File: src/include/ddc_burst_pkg.sv
package ddc_burst_pkg;

    // ------------------------------------------------------------
    // Register map
    // ------------------------------------------------------------
    localparam logic [7:0] UPPER_THR_OFFSET = 8'h27; // Overrange upper threshold
    localparam logic [7:0] LOWER_THR_OFFSET = 8'h28; // Overrange lower threshold
    localparam logic [7:0] UPPER_THR_RESET = 8'h88; // Maximum code setting
    localparam logic [7:0] LOWER_THR_RESET = 8'h08; // Minimum code setting

    // ------------------------------------------------------------
    // Burst counts and limits
    // ------------------------------------------------------------
    localparam logic [25:0] HC_DEFAULT = 26'h0000001; // High count default
    localparam logic [7:0] LC_DEFAULT = 8'h03; // Low count default
    localparam logic [27:0] DUTY_RATIO = 28'h0000003; // Low per high
    localparam int LOW_RES_DROP = 5; // 14-bit to 9-bit

    // ------------------------------------------------------------
    // Data path constants
    // ------------------------------------------------------------
    localparam logic [15:0] QUARTER_POS = 16'h4000; // Tuning at +fs/4
    localparam logic [15:0] QUARTER_NEG = 16'hc000; // Tuning at -fs/4
    localparam logic [15:0] COS_OFFSET = 16'h4000; // Quarter turn
    localparam int LUT_SHIFT = 7; // Sine table scale

    typedef enum logic [2:0] {
        MODE_FS4_IQ, MODE_NCO_IQ, MODE_REAL_DEC4, MODE_NCO_REAL2,
        MODE_NCO_REAL4, MODE_RESERVED, MODE_NCO_DEC8, MODE_ZERO_STUFF
    } ddc_mode_e;

    typedef enum logic [1:0] {PH_LOW, PH_WAIT, PH_HIGH} burst_e;

    // Counts for one channel pair
    typedef struct packed {
        logic [25:0] high_res_count;
        logic [7:0] low_res_count;
    } burst_cfg_s;

    // Sample words toward the line encoder
    typedef struct packed {
        logic [15:0] word_i;
        logic [15:0] word_q;
        logic complex_fmt;
    } out_s;

endpackage

File: src/core/dec2_stage.sv
`timescale 1ns/1ps
`default_nettype none
// Two-tap decimate-by-two, low-pass sum or high-pass difference
module dec2_stage #(
    parameter int W = 14
) (
    input wire logic sys_clk,
    input wire logic rst_n,
    input wire logic in_valid,
    input wire logic signed [W-1:0] in_data,
    input wire logic hp_sel,
    output logic out_valid,
    output logic signed [W-1:0] out_data
);
    logic signed [W-1:0] held; // First sample of pair
    logic odd; // Second sample of pair due
    wire logic signed [W:0] pair_sum = (W+1)'(held) + (W+1)'(in_data);
    wire logic signed [W:0] pair_dif = (W+1)'(in_data) - (W+1)'(held);
    wire logic signed [W:0] pair_res = hp_sel ? pair_dif : pair_sum;

    // Halve to keep unity gain
    always_ff @(posedge sys_clk or negedge rst_n) begin
        if (!rst_n) begin
            held <= '0;
            odd <= 1'b0;
            out_valid <= 1'b0;
            out_data <= '0;
        end else begin
            out_valid <= in_valid && odd;
            if (in_valid) begin
                odd <= !odd;
                held <= in_data;
                if (odd) begin
                    out_data <= pair_res[W:1];
                end
            end
        end
    end
endmodule
`default_nettype wire

File: src/core/ddc_burst_output_control.sv
`timescale 1ns/1ps
`default_nettype none
module ddc_burst_output_control
    import ddc_burst_pkg::*;
(
    input wire logic sys_clk,
    input wire logic rst_n,
    input wire logic sample_valid, // Converter sample strobe
    input wire logic signed [13:0] sample_data, // Converter sample
    input wire logic [7:0] coarse_code, // Early pipeline result
    input wire logic reg_wr_en, // Register write strobe
    input wire logic [7:0] reg_addr,
    input wire logic [7:0] reg_wdata,
    input wire ddc_mode_e ddc_mode, // Shared decimation mode
    input wire logic stage1_hp, // First stage high-pass
    input wire logic stage2_hp, // Second stage high-pass, mode 2
    input wire logic fs4_negative, // Fixed mixer sign
    input wire logic [15:0] oscillator_tuning_word,
    input wire logic [1:0] burst_en, // Burst per pair, bit 1 is C/D
    input wire burst_cfg_s [1:0] burst_cfg,
    input wire logic [1:0] auto_trigger, // Auto per pair
    input wire logic trig_pin_sel, // 1 picks C/D pin
    input wire logic chan_pair, // This channel's pair
    input wire logic marker_embed,
    input wire logic fast_overrange_embed,
    input wire logic pair_ab_trigger_pin,
    input wire logic pair_cd_trigger_pin,
    output logic [7:0] reg_rdata,
    output out_s out_word,
    output logic out_valid,
    output logic [1:0] high_res_marker,
    output logic fast_overrange
);
    // ------------------------------------------------------------
    // Reset release
    // ------------------------------------------------------------
    logic rst_meta, rst_s_n; // Two-stage release copy

    always_ff @(posedge sys_clk or negedge rst_n) begin
        if (!rst_n) begin
            rst_meta <= 1'b0;
            rst_s_n <= 1'b0;
        end else begin
            rst_meta <= 1'b1;
            rst_s_n <= rst_meta;
        end
    end

    // ------------------------------------------------------------
    // Threshold registers and overrange
    // ------------------------------------------------------------
    logic [7:0] overrange_upper_threshold;
    logic [7:0] overrange_lower_threshold;
    wire logic hit_upper = reg_addr == UPPER_THR_OFFSET;
    wire logic hit_lower = reg_addr == LOWER_THR_OFFSET;
    // Unmapped addresses read zero
    wire logic [7:0] next_rdata = hit_upper ? overrange_upper_threshold :
                                  hit_lower ? overrange_lower_threshold : 8'h00;
    // 136 is top code, 8 bottom code, 72 midscale
    wire logic over_hi = coarse_code >= overrange_upper_threshold;
    wire logic over_lo = coarse_code <= overrange_lower_threshold;

    // Writes and the overrange compare
    always_ff @(posedge sys_clk or negedge rst_s_n) begin
        if (!rst_s_n) begin
            overrange_upper_threshold <= UPPER_THR_RESET;
            overrange_lower_threshold <= LOWER_THR_RESET;
            reg_rdata <= 8'h00;
            fast_overrange <= 1'b0;
        end else begin
            if (reg_wr_en && hit_upper) begin
                overrange_upper_threshold <= reg_wdata;
            end
            if (reg_wr_en && hit_lower) begin
                overrange_lower_threshold <= reg_wdata;
            end
            reg_rdata <= next_rdata;
            fast_overrange <= over_hi || over_lo;
        end
    end

    // ------------------------------------------------------------
    // First decimation stage, always in the path
    // ------------------------------------------------------------
    logic s1_valid;
    logic signed [13:0] s1_data;

    dec2_stage #(.W(14)) u_stage1 (
        .sys_clk(sys_clk),
        .rst_n(rst_s_n),
        .in_valid(sample_valid),
        .in_data(sample_data),
        .hp_sel(stage1_hp),
        .out_valid(s1_valid),
        .out_data(s1_data)
    );

    // ------------------------------------------------------------
    // Oscillator and mixers
    // ------------------------------------------------------------
    // Coarse 16-step sine, good enough for mixing by stepped phase
    function automatic logic signed [7:0] sine_lut(input logic [15:0] ph);
        logic [7:0] mag;
        unique case (ph[14:12])
            3'h0: mag = 8'h00;
            3'h1: mag = 8'h31;
            3'h2: mag = 8'h5a;
            3'h3: mag = 8'h75;
            3'h4: mag = 8'h7f;
            3'h5: mag = 8'h75;
            3'h6: mag = 8'h5a;
            3'h7: mag = 8'h31;
        endcase
        return ph[15] ? -mag : mag;
    endfunction

    // Real part of a quarter-rate rotation, step k of four
    function automatic logic signed [13:0] quarter_real(
        input logic signed [13:0] ri, input logic signed [13:0] rq, input logic [1:0] k);
        unique case (k)
            2'h0: return ri;
            2'h1: return -rq;
            2'h2: return -ri;
            2'h3: return rq;
        endcase
    endfunction

    logic [15:0] nco_phase; // Accumulates tuning word
    logic [1:0] quarter_step; // Quarter-rate step at stage-1 rate
    wire logic signed [7:0] cos_v = sine_lut(nco_phase + COS_OFFSET);
    wire logic signed [7:0] sin_v = sine_lut(nco_phase);
    wire logic signed [21:0] prod_c = s1_data * cos_v;
    wire logic signed [21:0] prod_s = s1_data * sin_v;
    wire logic fixed_mix = ddc_mode == MODE_FS4_IQ;
    wire logic signed [13:0] fq_pos = fs4_negative ? -s1_data : s1_data;
    wire logic signed [13:0] fix_i = quarter_step == 2'h0 ? s1_data :
                                     quarter_step == 2'h2 ? -s1_data : 14'sh0000;
    wire logic signed [13:0] fix_q = quarter_step == 2'h1 ? -fq_pos :
                                     quarter_step == 2'h3 ? fq_pos : 14'sh0000;
    wire logic signed [13:0] mix_i = fixed_mix ? fix_i
                                   : prod_c[LUT_SHIFT+13:LUT_SHIFT];
    wire logic signed [13:0] mix_q = fixed_mix ? fix_q : -prod_s[LUT_SHIFT+13:LUT_SHIFT];

    // Phase steps by the tuning word each stage-1 sample
    always_ff @(posedge sys_clk or negedge rst_s_n) begin
        if (!rst_s_n) begin
            nco_phase <= 16'h0000;
            quarter_step <= 2'h0;
        end else if (s1_valid) begin
            nco_phase <= nco_phase + oscillator_tuning_word;
            quarter_step <= quarter_step + 2'h1;
        end
    end

    // ------------------------------------------------------------
    // Second stage: two cascaded halves per I and Q
    // ------------------------------------------------------------
    wire logic mode2 = ddc_mode == MODE_REAL_DEC4;
    logic [1:0] a_valid, b_valid;
    logic signed [13:0] a_out [2];
    logic signed [13:0] b_out [2];
    wire logic signed [13:0] st2_in [2] = '{mode2 ? s1_data : mix_i, mix_q};

    generate
        for (genvar g = 0; g < 2; g++) begin : g_iq
            // First half: selectable type only in mode 2
            dec2_stage #(.W(14)) u_half_a (
                .sys_clk(sys_clk),
                .rst_n(rst_s_n),
                .in_valid(s1_valid),
                .in_data(st2_in[g]),
                .hp_sel(mode2 && stage2_hp),
                .out_valid(a_valid[g]),
                .out_data(a_out[g])
            );
            // Second half completes decimate-by-eight for mode 6
            dec2_stage #(.W(14)) u_half_b (
                .sys_clk(sys_clk),
                .rst_n(rst_s_n),
                .in_valid(a_valid[g]),
                .in_data(a_out[g]),
                .hp_sel(1'b0),
                .out_valid(b_valid[g]),
                .out_data(b_out[g])
            );
        end
    endgenerate

    // ------------------------------------------------------------
    // Trigger synchroniser and filter
    // ------------------------------------------------------------
    logic [1:0] trig_s1, trig_s2, trig_s3; // Three-flop chains
    logic [1:0] trig_lvl, trig_lvl_d; // Agreed level and its delay
    wire logic [1:0] trig_rise = trig_lvl & ~trig_lvl_d;
    wire logic manual_trig = trig_pin_sel ? trig_rise[1] : trig_rise[0];

    // A change counts once the last two stages agree
    always_ff @(posedge sys_clk or negedge rst_s_n) begin
        if (!rst_s_n) begin
            trig_s1 <= 2'b00;
            trig_s2 <= 2'b00;
            trig_s3 <= 2'b00;
            trig_lvl <= 2'b00;
            trig_lvl_d <= 2'b00;
        end else begin
            trig_s1 <= {pair_cd_trigger_pin, pair_ab_trigger_pin};
            trig_s2 <= trig_s1;
            trig_s3 <= trig_s2;
            trig_lvl <= (trig_s2 & trig_s3) | (trig_lvl & (trig_s2 | trig_s3));
            trig_lvl_d <= trig_lvl;
        end
    end

    // ------------------------------------------------------------
    // Burst sequencers, one per channel pair
    // ------------------------------------------------------------
    generate
        for (genvar p = 0; p < 2; p++) begin : g_pair
            burst_e st;
            logic [26:0] run_left; // Samples left in this run
            logic [26:0] high_len; // Latched at cycle start
            logic en_d; // Burst enable last cycle
            wire logic [27:0] hc3 = 28'(burst_cfg[p].high_res_count) * DUTY_RATIO;
            wire logic duty_ok = hc3 <= 28'(burst_cfg[p].low_res_count);
            wire logic [26:0] low_load = duty_ok ?
                {18'h00000, burst_cfg[p].low_res_count, 1'b0} : {18'h00000, LC_DEFAULT, 1'b0};
            wire logic [26:0] high_load = duty_ok ?
                {burst_cfg[p].high_res_count, 1'b0} : {HC_DEFAULT, 1'b0};
            wire logic last = run_left == 27'h0000001;

            // Low run, optional trigger wait, high run, then again
            always_ff @(posedge sys_clk or negedge rst_s_n) begin
                if (!rst_s_n) begin
                    st <= PH_LOW;
                    run_left <= 27'h0000001;
                    high_len <= 27'h0000002;
                    en_d <= 1'b0;
                end else begin
                    en_d <= burst_en[p];
                    if (!burst_en[p]) begin
                        st <= PH_LOW;
                        run_left <= low_load;
                        high_len <= high_load;
                    end else begin
                        unique case (st)
                            PH_LOW: begin
                                if (s1_valid && last && auto_trigger[p]) begin
                                    st <= PH_HIGH;
                                    run_left <= high_len;
                                end else if (s1_valid && last) begin
                                    st <= PH_WAIT;
                                end else if (s1_valid) begin
                                    run_left <= run_left - 27'h0000001;
                                end
                            end
                            PH_WAIT: begin
                                // Low data keeps flowing while held
                                if (manual_trig || auto_trigger[p]) begin
                                    st <= PH_HIGH;
                                    run_left <= high_len;
                                end
                            end
                            PH_HIGH: begin
                                if (s1_valid && last) begin
                                    // Counts written meanwhile apply here
                                    st <= PH_LOW;
                                    run_left <= low_load;
                                    high_len <= high_load;
                                end else if (s1_valid) begin
                                    run_left <= run_left - 27'h0000001;
                                end
                            end
                        endcase
                    end
                end
            end

        end
    endgenerate

    // ------------------------------------------------------------
    // Output selection
    // ------------------------------------------------------------
    wire logic burst_act = burst_en[chan_pair];
    wire logic marker = chan_pair ? g_pair[1].st == PH_HIGH : g_pair[0].st == PH_HIGH;
    wire logic quarter_tune = oscillator_tuning_word == QUARTER_POS ||
                              oscillator_tuning_word == QUARTER_NEG;
    wire logic invert = stage1_hp ^ stage2_hp;
    logic [1:0] out_k; // Output-rate quarter step
    logic zero_due; // Zero slot owed in mode 7
    logic next_valid, next_cplx;
    logic signed [13:0] next_i, next_q;
    wire logic mk_bit = marker_embed && burst_act && marker;
    wire logic [15:0] next_word_i = {next_i, mk_bit, fast_overrange_embed && fast_overrange};
    wire logic [15:0] next_word_q = {next_q, 1'b0, fast_overrange_embed && fast_overrange};
    wire logic [13:0] low_mask = ~14'((1 << LOW_RES_DROP) - 1);

    // Per-mode choice of sample and strobe
    always_comb begin
        next_valid = 1'b0;
        next_cplx = 1'b0;
        next_i = 14'sh0000;
        next_q = 14'sh0000;
        if (burst_act) begin
            next_valid = s1_valid;
            next_i = marker ? s1_data : (s1_data & low_mask);
        end else begin
            unique case (ddc_mode)
                MODE_FS4_IQ, MODE_NCO_IQ: begin
                    next_valid = a_valid[0];
                    next_cplx = 1'b1;
                    next_i = a_out[0];
                    next_q = a_out[1];
                end
                MODE_REAL_DEC4: begin
                    next_valid = a_valid[0];
                    next_i = (invert && out_k[0]) ? -a_out[0] : a_out[0];
                end
                MODE_NCO_REAL2: begin
                    next_valid = s1_valid;
                    next_i = quarter_tune ? 14'sh0000
                           : quarter_real(mix_i, mix_q, quarter_step);
                end
                MODE_NCO_REAL4: begin
                    next_valid = a_valid[0];
                    next_i = quarter_real(a_out[0], a_out[1], out_k);
                end
                MODE_NCO_DEC8: begin
                    next_valid = b_valid[0];
                    next_cplx = 1'b1;
                    next_i = b_out[0];
                    next_q = b_out[1];
                end
                MODE_ZERO_STUFF: begin
                    next_valid = a_valid[0] || (s1_valid && zero_due);
                    next_i = a_valid[0] ? quarter_real(a_out[0], a_out[1], out_k)
                           : 14'sh0000;
                end
                MODE_RESERVED: begin
                    next_valid = 1'b0;
                end
            endcase
        end
    end

    // Output words straight from flops
    always_ff @(posedge sys_clk or negedge rst_s_n) begin
        if (!rst_s_n) begin
            out_word <= '0;
            out_valid <= 1'b0;
            out_k <= 2'h0;
            zero_due <= 1'b0;
            high_res_marker <= 2'b00;
        end else begin
            out_valid <= next_valid;
            if (next_valid) begin
                out_word <= '{word_i: next_word_i, word_q: next_word_q, complex_fmt: next_cplx};
            end
            if (a_valid[0]) begin
                out_k <= out_k + 2'h1;
            end
            // New sample owes a zero; it wins over the clear
            if (a_valid[0] && ddc_mode == MODE_ZERO_STUFF) begin
                zero_due <= 1'b1;
            end else if (s1_valid) begin
                zero_due <= 1'b0;
            end
            high_res_marker <= {g_pair[1].st == PH_HIGH, g_pair[0].st == PH_HIGH};
        end
    end
endmodule
`default_nettype wire

File: config.mk
export PLATFORM = sky130hd
export DESIGN_NAME = ddc_burst_output_control
export DESIGN_NICKNAME = d
export VERILOG_FILES = /design/src/include/ddc_burst_pkg.sv /design/src/core/dec2_stage.sv /design/src/core/ddc_burst_output_control.sv
export SDC_FILE = /design/constraint.sdc
export NUM_CORES = 2
export LEC_CHECK = 0
export BUFFER_PORTS_ARGS = -buffer_cell sky130_fd_sc_hd__buf_2
export CAP_MARGIN = 20
export CORE_ASPECT_RATIO = 1.4
export CORE_UTILIZATION = 35
export DETAILED_ROUTE_END_ITERATION = 8
export HOLD_SLACK_MARGIN = 0.1
export PLACE_DENSITY = 0.53
export SYNTH_ARGS = -nofsm -noshare
export SYNTH_HDL_FRONTEND = slang
export SYNTH_SLANG_ARGS = --single-unit
export TNS_END_PERCENT = 20
File: constraint.sdc
create_clock -name sys_clk -period 12.3 [get_ports sys_clk]
set_input_delay 2.46 -clock sys_clk [delete_from_list [all_inputs] [get_ports sys_clk]]
set_output_delay 2.46 -clock sys_clk [all_outputs]
set_load 0.01 [all_outputs]
==> Yosys cells after proc, flatten, opt, wreduce, memory -nomap -nowiden <==
Memories as Yosys holds them, arrays and structs flattened.
Index checks and enable logic that the tools add are counted.
{ "word_totals": {"ff_bits": 354, "rom_bits": 112, "inputBits": 142, "out_inout_bits": 45, "elab_cells": 239, "mem_count": 2} }
{ "classes": {"addsub": 23, "n_mul": 4, "order_cmp": 5, "n_eq_ne": 35, "n_mux": 71, "n_bitwise": 7, "n_reduce_logical": 47} }
{ "mem_list": {"columns": ["memory", "depth", "word_bits", "rd", "rd_ports_with_merged_regs", "wr", "line_no", "rtl"], "rows": [
  ["(name not given)", 8, 7, 1, 0, 0, "ddc_burst_output_control.sv:104", "unique case (ph[14:12])"],
  ["(name not given)", 8, 7, 1, 0, 0, "ddc_burst_output_control.sv:104", null]
]} }
{ "ops": {"columns": ["cell", "count"], "rows": [
  ["$mux W27", 20],
  ["$mux W14", 13],
  ["$pmux W27 S3", 2],
  ["$pmux W14 S4", 2],
  ["$neg A14 Y14", 7],
  ["$pmux W14 S6", 1],
  ["$add A14 B14 Y15", 5],
  ["$le A28 B8 Y1", 2],
  ["$mul A26 B2 Y28 const B", 2],
  ["$eq A27 B1 Y1 const B", 2],
  ["$sub A27 B1 Y27 const B", 2],
  ["$mux W15", 3],
  ["$sub A14 B14 Y15", 3],
  ["$mul A14 B8 Y21", 2],
  ["$mux W8", 4],
  ["$pmux W14 S2", 1],
  ["$mux W2", 10],
  ["$mux W9", 2],
  ["$reduce_and A2 Y1", 9],
  ["$logic_and A1 B1 Y1", 17],
  ["$add A16 B15 Y16 const B", 1],
  ["$add A16 B16 Y16", 1],
  ["$eq A16 B15 Y1 const B", 1],
  ["$eq A16 B16 Y1 const B", 1],
  ["31 further kinds", 79]
]} }

==> Logic depth before layout (Yosys ltp) <==
An unclocked memory read counts as a cell.
{ "logic_depth": {"depth_word": 11, "depth_mapped": 39, "mapped_depth_nobuf": 36} }

==> By module <==
From an unflattened synthesis, not the netlist that was laid out.
{ "unflattened": {"hier_cells": 4615, "hier_area_um2": 37666.1} }
{ "modules_own_cells": {"columns": ["module", "n_inst", "cells_per_inst", "area_each_um2", "seq_area_each_um2"], "rows": [
  ["ddc_burst_output_control", 1, 3478, 27078.5, 5063.6],
  ["dec2_stage at g_iq[0].u_half_a ...", 4, 228, 2118.3, 750.7],
  ["dec2_stage at u_stage1", 1, 225, 2114.5, 750.7]
]} }

==> Worst setup path before layout <==
No wires, ideal clock.
{ "synth_timing": {"path_type": "reg2reg", "start": "register nco_phase[12]", "end": "register g_iq[0].u_half_a.out_data[13]", "setup_time_ns": 0.135, "t_arrival_ns": 8.191, "required_time_ns": 12.165, "slack_ns": 3.974, "stages_incl_launch_ff": 36, "n_path_buf": 4, "synth_period_minus_slack_ns": 8.326, "path_cell_list": "dfrtp_1 clkbuf_1 clkbuf_1 nor2b_1 clkbuf_1 inv_1 ha_1 nor2b_1 o311a_1 a31oi_1 clkbuf_1 nand2_1 fa_1 fa_1 fa_1 inv_1 fa_1 ha_1 a21oi_1 nand3_1 a41o_1 a31oi_1 inv_1 o21ai_0 ha_1 o21ai_0 a21boi_0 o21ai_0 a21boi_0 o21ai_0 a21boi_0 o21ai_0 a21o_1 a211oi_1 xor2_1 o21ai_0"} }
{ "synth_between": {"elab_chain_len": 9, "elab_cells_between_ends": 10, "classes_between": "add/sub: 4; mul: 1; mux: 4; memory: 1"} }
{ "synth_rtl": {"columns": ["item", "line_no", "rtl"], "rows": [
  ["start: declaration", "ddc_burst_output_control.sv:128", "logic [15:0] nco_phase;"],
  ["start signal: assignment", "ddc_burst_output_control.sv:150", "nco_phase <= nco_phase + oscillator_tuning_word;"],
  ["$add A16 B15 Y16 (*)", "ddc_burst_output_control.sv:130", "wire logic signed [7:0] cos_v = sine_lut(nco_phase + COS_OFFSET);"],
  ["$mem_v2 Z8 W7", null, null],
  ["$neg A8 Y8", "ddc_burst_output_control.sv:114", "return ph[15] ? -mag : mag;"],
  ["$mux W8 (*)", "ddc_burst_output_control.sv:114", null],
  ["$mul A14 B8 Y21 (*)", "ddc_burst_output_control.sv:132", "wire logic signed [21:0] prod_c = s1_data * cos_v;"],
  ["$mux W14 (*)", "ddc_burst_output_control.sv:140", "wire logic signed [13:0] mix_i = fixed_mix ? fix_i"],
  ["$mux W14 (*)", "ddc_burst_output_control.sv:162", "wire logic signed [13:0] st2_in [2] = '{mode2 ? s1_data : mix_i, mix_q};"],
  ["named net g_iq[0].u_half_a.in_data[3]", "dec2_stage.sv:10", "input wire logic signed [W-1:0] in_data,"],
  ["$add A14 B14 Y15 or $sub A14 B14 Y15 (tied branches)", "dec2_stage.sv:17, dec2_stage.sv:18", null],
  ["$mux W15 (*)", "dec2_stage.sv:19", "wire logic signed [W:0] pair_res = hp_sel ? pair_dif : pair_sum;"],
  ["end signal: assignment", "dec2_stage.sv:34", "out_data <= pair_res[W:1];"],
  ["end: declaration", "dec2_stage.sv:13", "output logic signed [W-1:0] out_data"]
]} }
Mark *: on every way through the listed nets, which the timed path passes. The rest lies on a longest branch.
A chain may end at the register's enable or synchronous reset.

==> Worst setup path after layout <==
{ "layout_timing": {"start": "register nco_phase[13]", "end": "register g_iq[0].u_half_a.out_data[13]"} }
Same word-level chain as after synthesis.

==> results.sh <==
export IMPL_outcome="finished clean"
export IMPL_gp_congestion=0.9526
export IMPL_max_freq_mhz=104.6
export IMPL_synth_area_per_cell_um2=8.202
export IMPL_cts_buffer_depth=3
export IMPL_synthXorXnorAreaFrac_pct=5.948
export IMPL_num_rows=137
export IMPL_clk_pin_slew_ns=0.06
export IMPL_regArea_mm2=0.008797
export IMPL_critPathMaxStageDelay_ns=0.67
export IMPL_syn_to_final_growth_pct=11.11
export IMPL_drtIter0Drc=1657
export IMPL_viasPerCell=5.400
export IMPL_reg2reg_depth=35
export IMPL_grt_pass1_vias=31170
export IMPL_maxSlewViolCount=0
export IMPL_cts_root_buf="clkbuf_16"
export IMPL_hpwl_um=83200
export IMPL_drive_above_1_share_pct=10.46
export IMPL_final_common_cell="nand2_1"
export IMPL_dieArea_mm2=0.1021
export IMPL_hp_class="reg2reg"
export IMPL_drc=0
export IMPL_detail_route_wl_per_cell_um=18.82
export IMPL_clock_latency_ns=0.61
export IMPL_stdcell_count=5726
export IMPL_clock_skew_ns=0.03414
export IMPL_synth_compound_area_share_pct=20.49
export IMPL_yosys_warnings=0
export IMPL_die_y_um=377.6
export IMPL_synthAdderAreaFrac_pct=19.70
export IMPL_cts_setup_buffers=0
export IMPL_min_period_ns=9.560
export IMPL_grt_use_total_pct=21.09
export IMPL_crit_start="nco_phase[13]"
export IMPL_htree_levels=2
export IMPL_dr_pass1_iters=7
export IMPL_hold_viol_final=0
export IMPL_global_route_overflow_total=0
export IMPL_fin_crit_sh_pct=77.73
export IMPL_yosys_register_bits=351
export IMPL_antenna_found_initial=7
export IMPL_syn_area_mm2=0.03528
export IMPL_holdPathStages=0
export IMPL_muxShareOfSynthArea_pct=3.043
export IMPL_num_antenna_cells=0
export IMPL_rrSetupSlack_ns=2.74
export IMPL_num_fill_cells=10310
export IMPL_synth_top_family_by_area="compound AO/OA/AOI/OAI gates"
export IMPL_postRouteAntennaNets=0
export IMPL_cts_buffers_inserted=43
export IMPL_rsz0062_at_grt="no"
export IMPL_drt_wl_total_um=107800
export IMPL_grt_pass1_wl_um=172500
export IMPL_yosys_area_share_simple_pct=19.14
export IMPL_whs_ns=0.3483
export IMPL_end_kind="register"
export IMPL_required_ns=12.74
export IMPL_ys_types=95
export IMPL_cts_tree="built"
export IMPL_cp_slowest_cell="dfrtp_1"
export IMPL_worst_slew_margin_rel_pct=34.97
export IMPL_ys_async_sr_fraction_pct=100.0
export IMPL_synth_nets=4888
export IMPL_dpl_cell_area_mm2=0.03753
export IMPL_cp_max_fo=19
export IMPL_crit_type="reg2reg"
export IMPL_grt_max_degree=157
export IMPL_maxCapViolations=0
export IMPL_worst_pin_slew_ns=0.9680
export IMPL_worstSetupStartpointType="register"
export IMPL_ys_seq_area_share_pct=24.92
export IMPL_multi_input_comb_area_mm2=0.02416
export IMPL_design_area_mm2=0.03919
export IMPL_setup_viol_count_final=0
export IMPL_die_x_um=270.3
export IMPL_start_util_pct=35.36
export IMPL_worstHoldStart="trig_s1[0]"
export IMPL_postCtsHoldBufs=0
export IMPL_port_buffers=185
export IMPL_synth_edf_count=0
export IMPL_r2r_start="nco_phase[13]"
export IMPL_place_inst=5647
export IMPL_final_cell_mix="nand2_1, inv_1, dfrtp_1, o21ai_0, nor2_1"
export IMPL_synth_main_ff_cell="dfrtp_1"
export IMPL_setup_tns_ns=0
export IMPL_vias=30920
export IMPL_cts_sinks=351
export IMPL_cts_resized=0
export IMPL_io_pins=187
export IMPL_crit_arrival_ns=10.00
export IMPL_coreArea_mm2=0.09976
export IMPL_synth_cells=4301
export IMPL_nets=4961
export IMPL_path_common_cell="o21ai_0"
routing by layer:
metal / vias to the layer above / track usage [%] / share of wire (%)
met5: - / 0 / 0.058
met4: 10 / 7.771 / 3.7
met3: 188 / 2.651 / 4.2
met2: 725 / 39.57 / 52
met1: 14860 / 24.21 / 41
li1: 15130 / - / -
logic make-up after synthesis:
family / Yosys count
and+or+nand+nor: 1403
AOI/OAI and AO/OA: 1135
buffers and inverters: 627
adders and majority gates: 448
DFF: 351
xor gates and xnor gates: 238
muxes: 97
other: 2
path summary, 6_finish.rpt:
path / end
hold reg to reg: trig_s2[0]
setup reg to reg: g_iq[0].u_half_a.out_data[13]
max in group asynchronous: u_stage1.out_valid
setup / recovery: g_iq[0].u_half_a.out_data[13]
min in group asynchronous: g_pair[1].high_len[2]
hold / removal: trig_s2[0]
Yosys cell counts (37+ instances only):
library cell,n,share of area [%]
dfrtp_1,344,24
nor4_1,39,0.69
o21ai_0,304,4.3
clkbuf_1,200,2.1
xnor2_1,148,3.7
nor2_1,297,3.2
a31oi_1,42,0.74
nor2b_1,65,1.2
nor3_1,106,1.5
nand2b_1,49,0.87
fa_1,180,10
o31ai_1,67,1.4
o211ai_1,37,0.79
or3_1,40,0.71
a21o_1,42,0.89
nand2_1,484,5.2
a21oi_1,247,3.5
nand3_1,78,1.1
and2_1,104,1.8
ha_1,265,9.4
o21ai_1,54,0.77
a211oi_1,40,0.85
inv_1,401,4.3
a22oi_1,52,1.1
mux2_2,82,2.6
xor2_1,89,2.2
worst max-delay path: cells and delay by family, from the launching register on:
| family | cells | cell delay [ns] |
|---|---|---|
| AND/OR/NAND/NOR | 5 | 0.83 |
| buffers and inverters | 5 | 0.68 |
| flip-flops | 1 | 0.67 |
| AO/OA/AOI/OAI | 17 | 4.32 |
| XOR/XNOR | 1 | 0.16 |
| adder cells (fa/ha/maj) | 7 | 2.75 |
layout make-up:
cell class                      count  area share [%]
Clock buffer                       50           2.915
Clock inverter                     27           1.290
Tap cell                         1320           4.214
Inverter                          407           3.898
Sequential cell                   351           22.45
Timing Repair Buffer              248           3.601
Multi-Input combinational cell   3323           61.64
per-stage QoR:
| stage | setup slack [ns] | utilization, % |
|---|---|---|
| after floorplan | 1.805 | - |
| after global routing | 2.050 | 39.29 |
| after CTS | 2.350 | 39.27 |
| after detailed placement | 2.381 | 37.62 |
| after global placement | 2.583 | 37.62 |
| final | 2.740 | 39.29 |
sequential cells by signal, summed over array words and instances, names as in the netlist, 14 cells and up:
| register | flops |
|---|---|
| g_iq.u_half_a.held | 28 |
| g_iq.u_half_b.out_data | 28 |
| nco_phase | 16 |
| out_word | 31 |
| g_pair.run_left | 54 |
| g_pair.high_len | 52 |
| g_iq.u_half_a.out_data | 28 |
| u_stage1.out_data | 14 |
| u_stage1.held | 14 |
| g_iq.u_half_b.held | 28 |
Power is not shown: default switching activity piles up to over one toggle a cycle in this logic, so the estimate is an artifact.
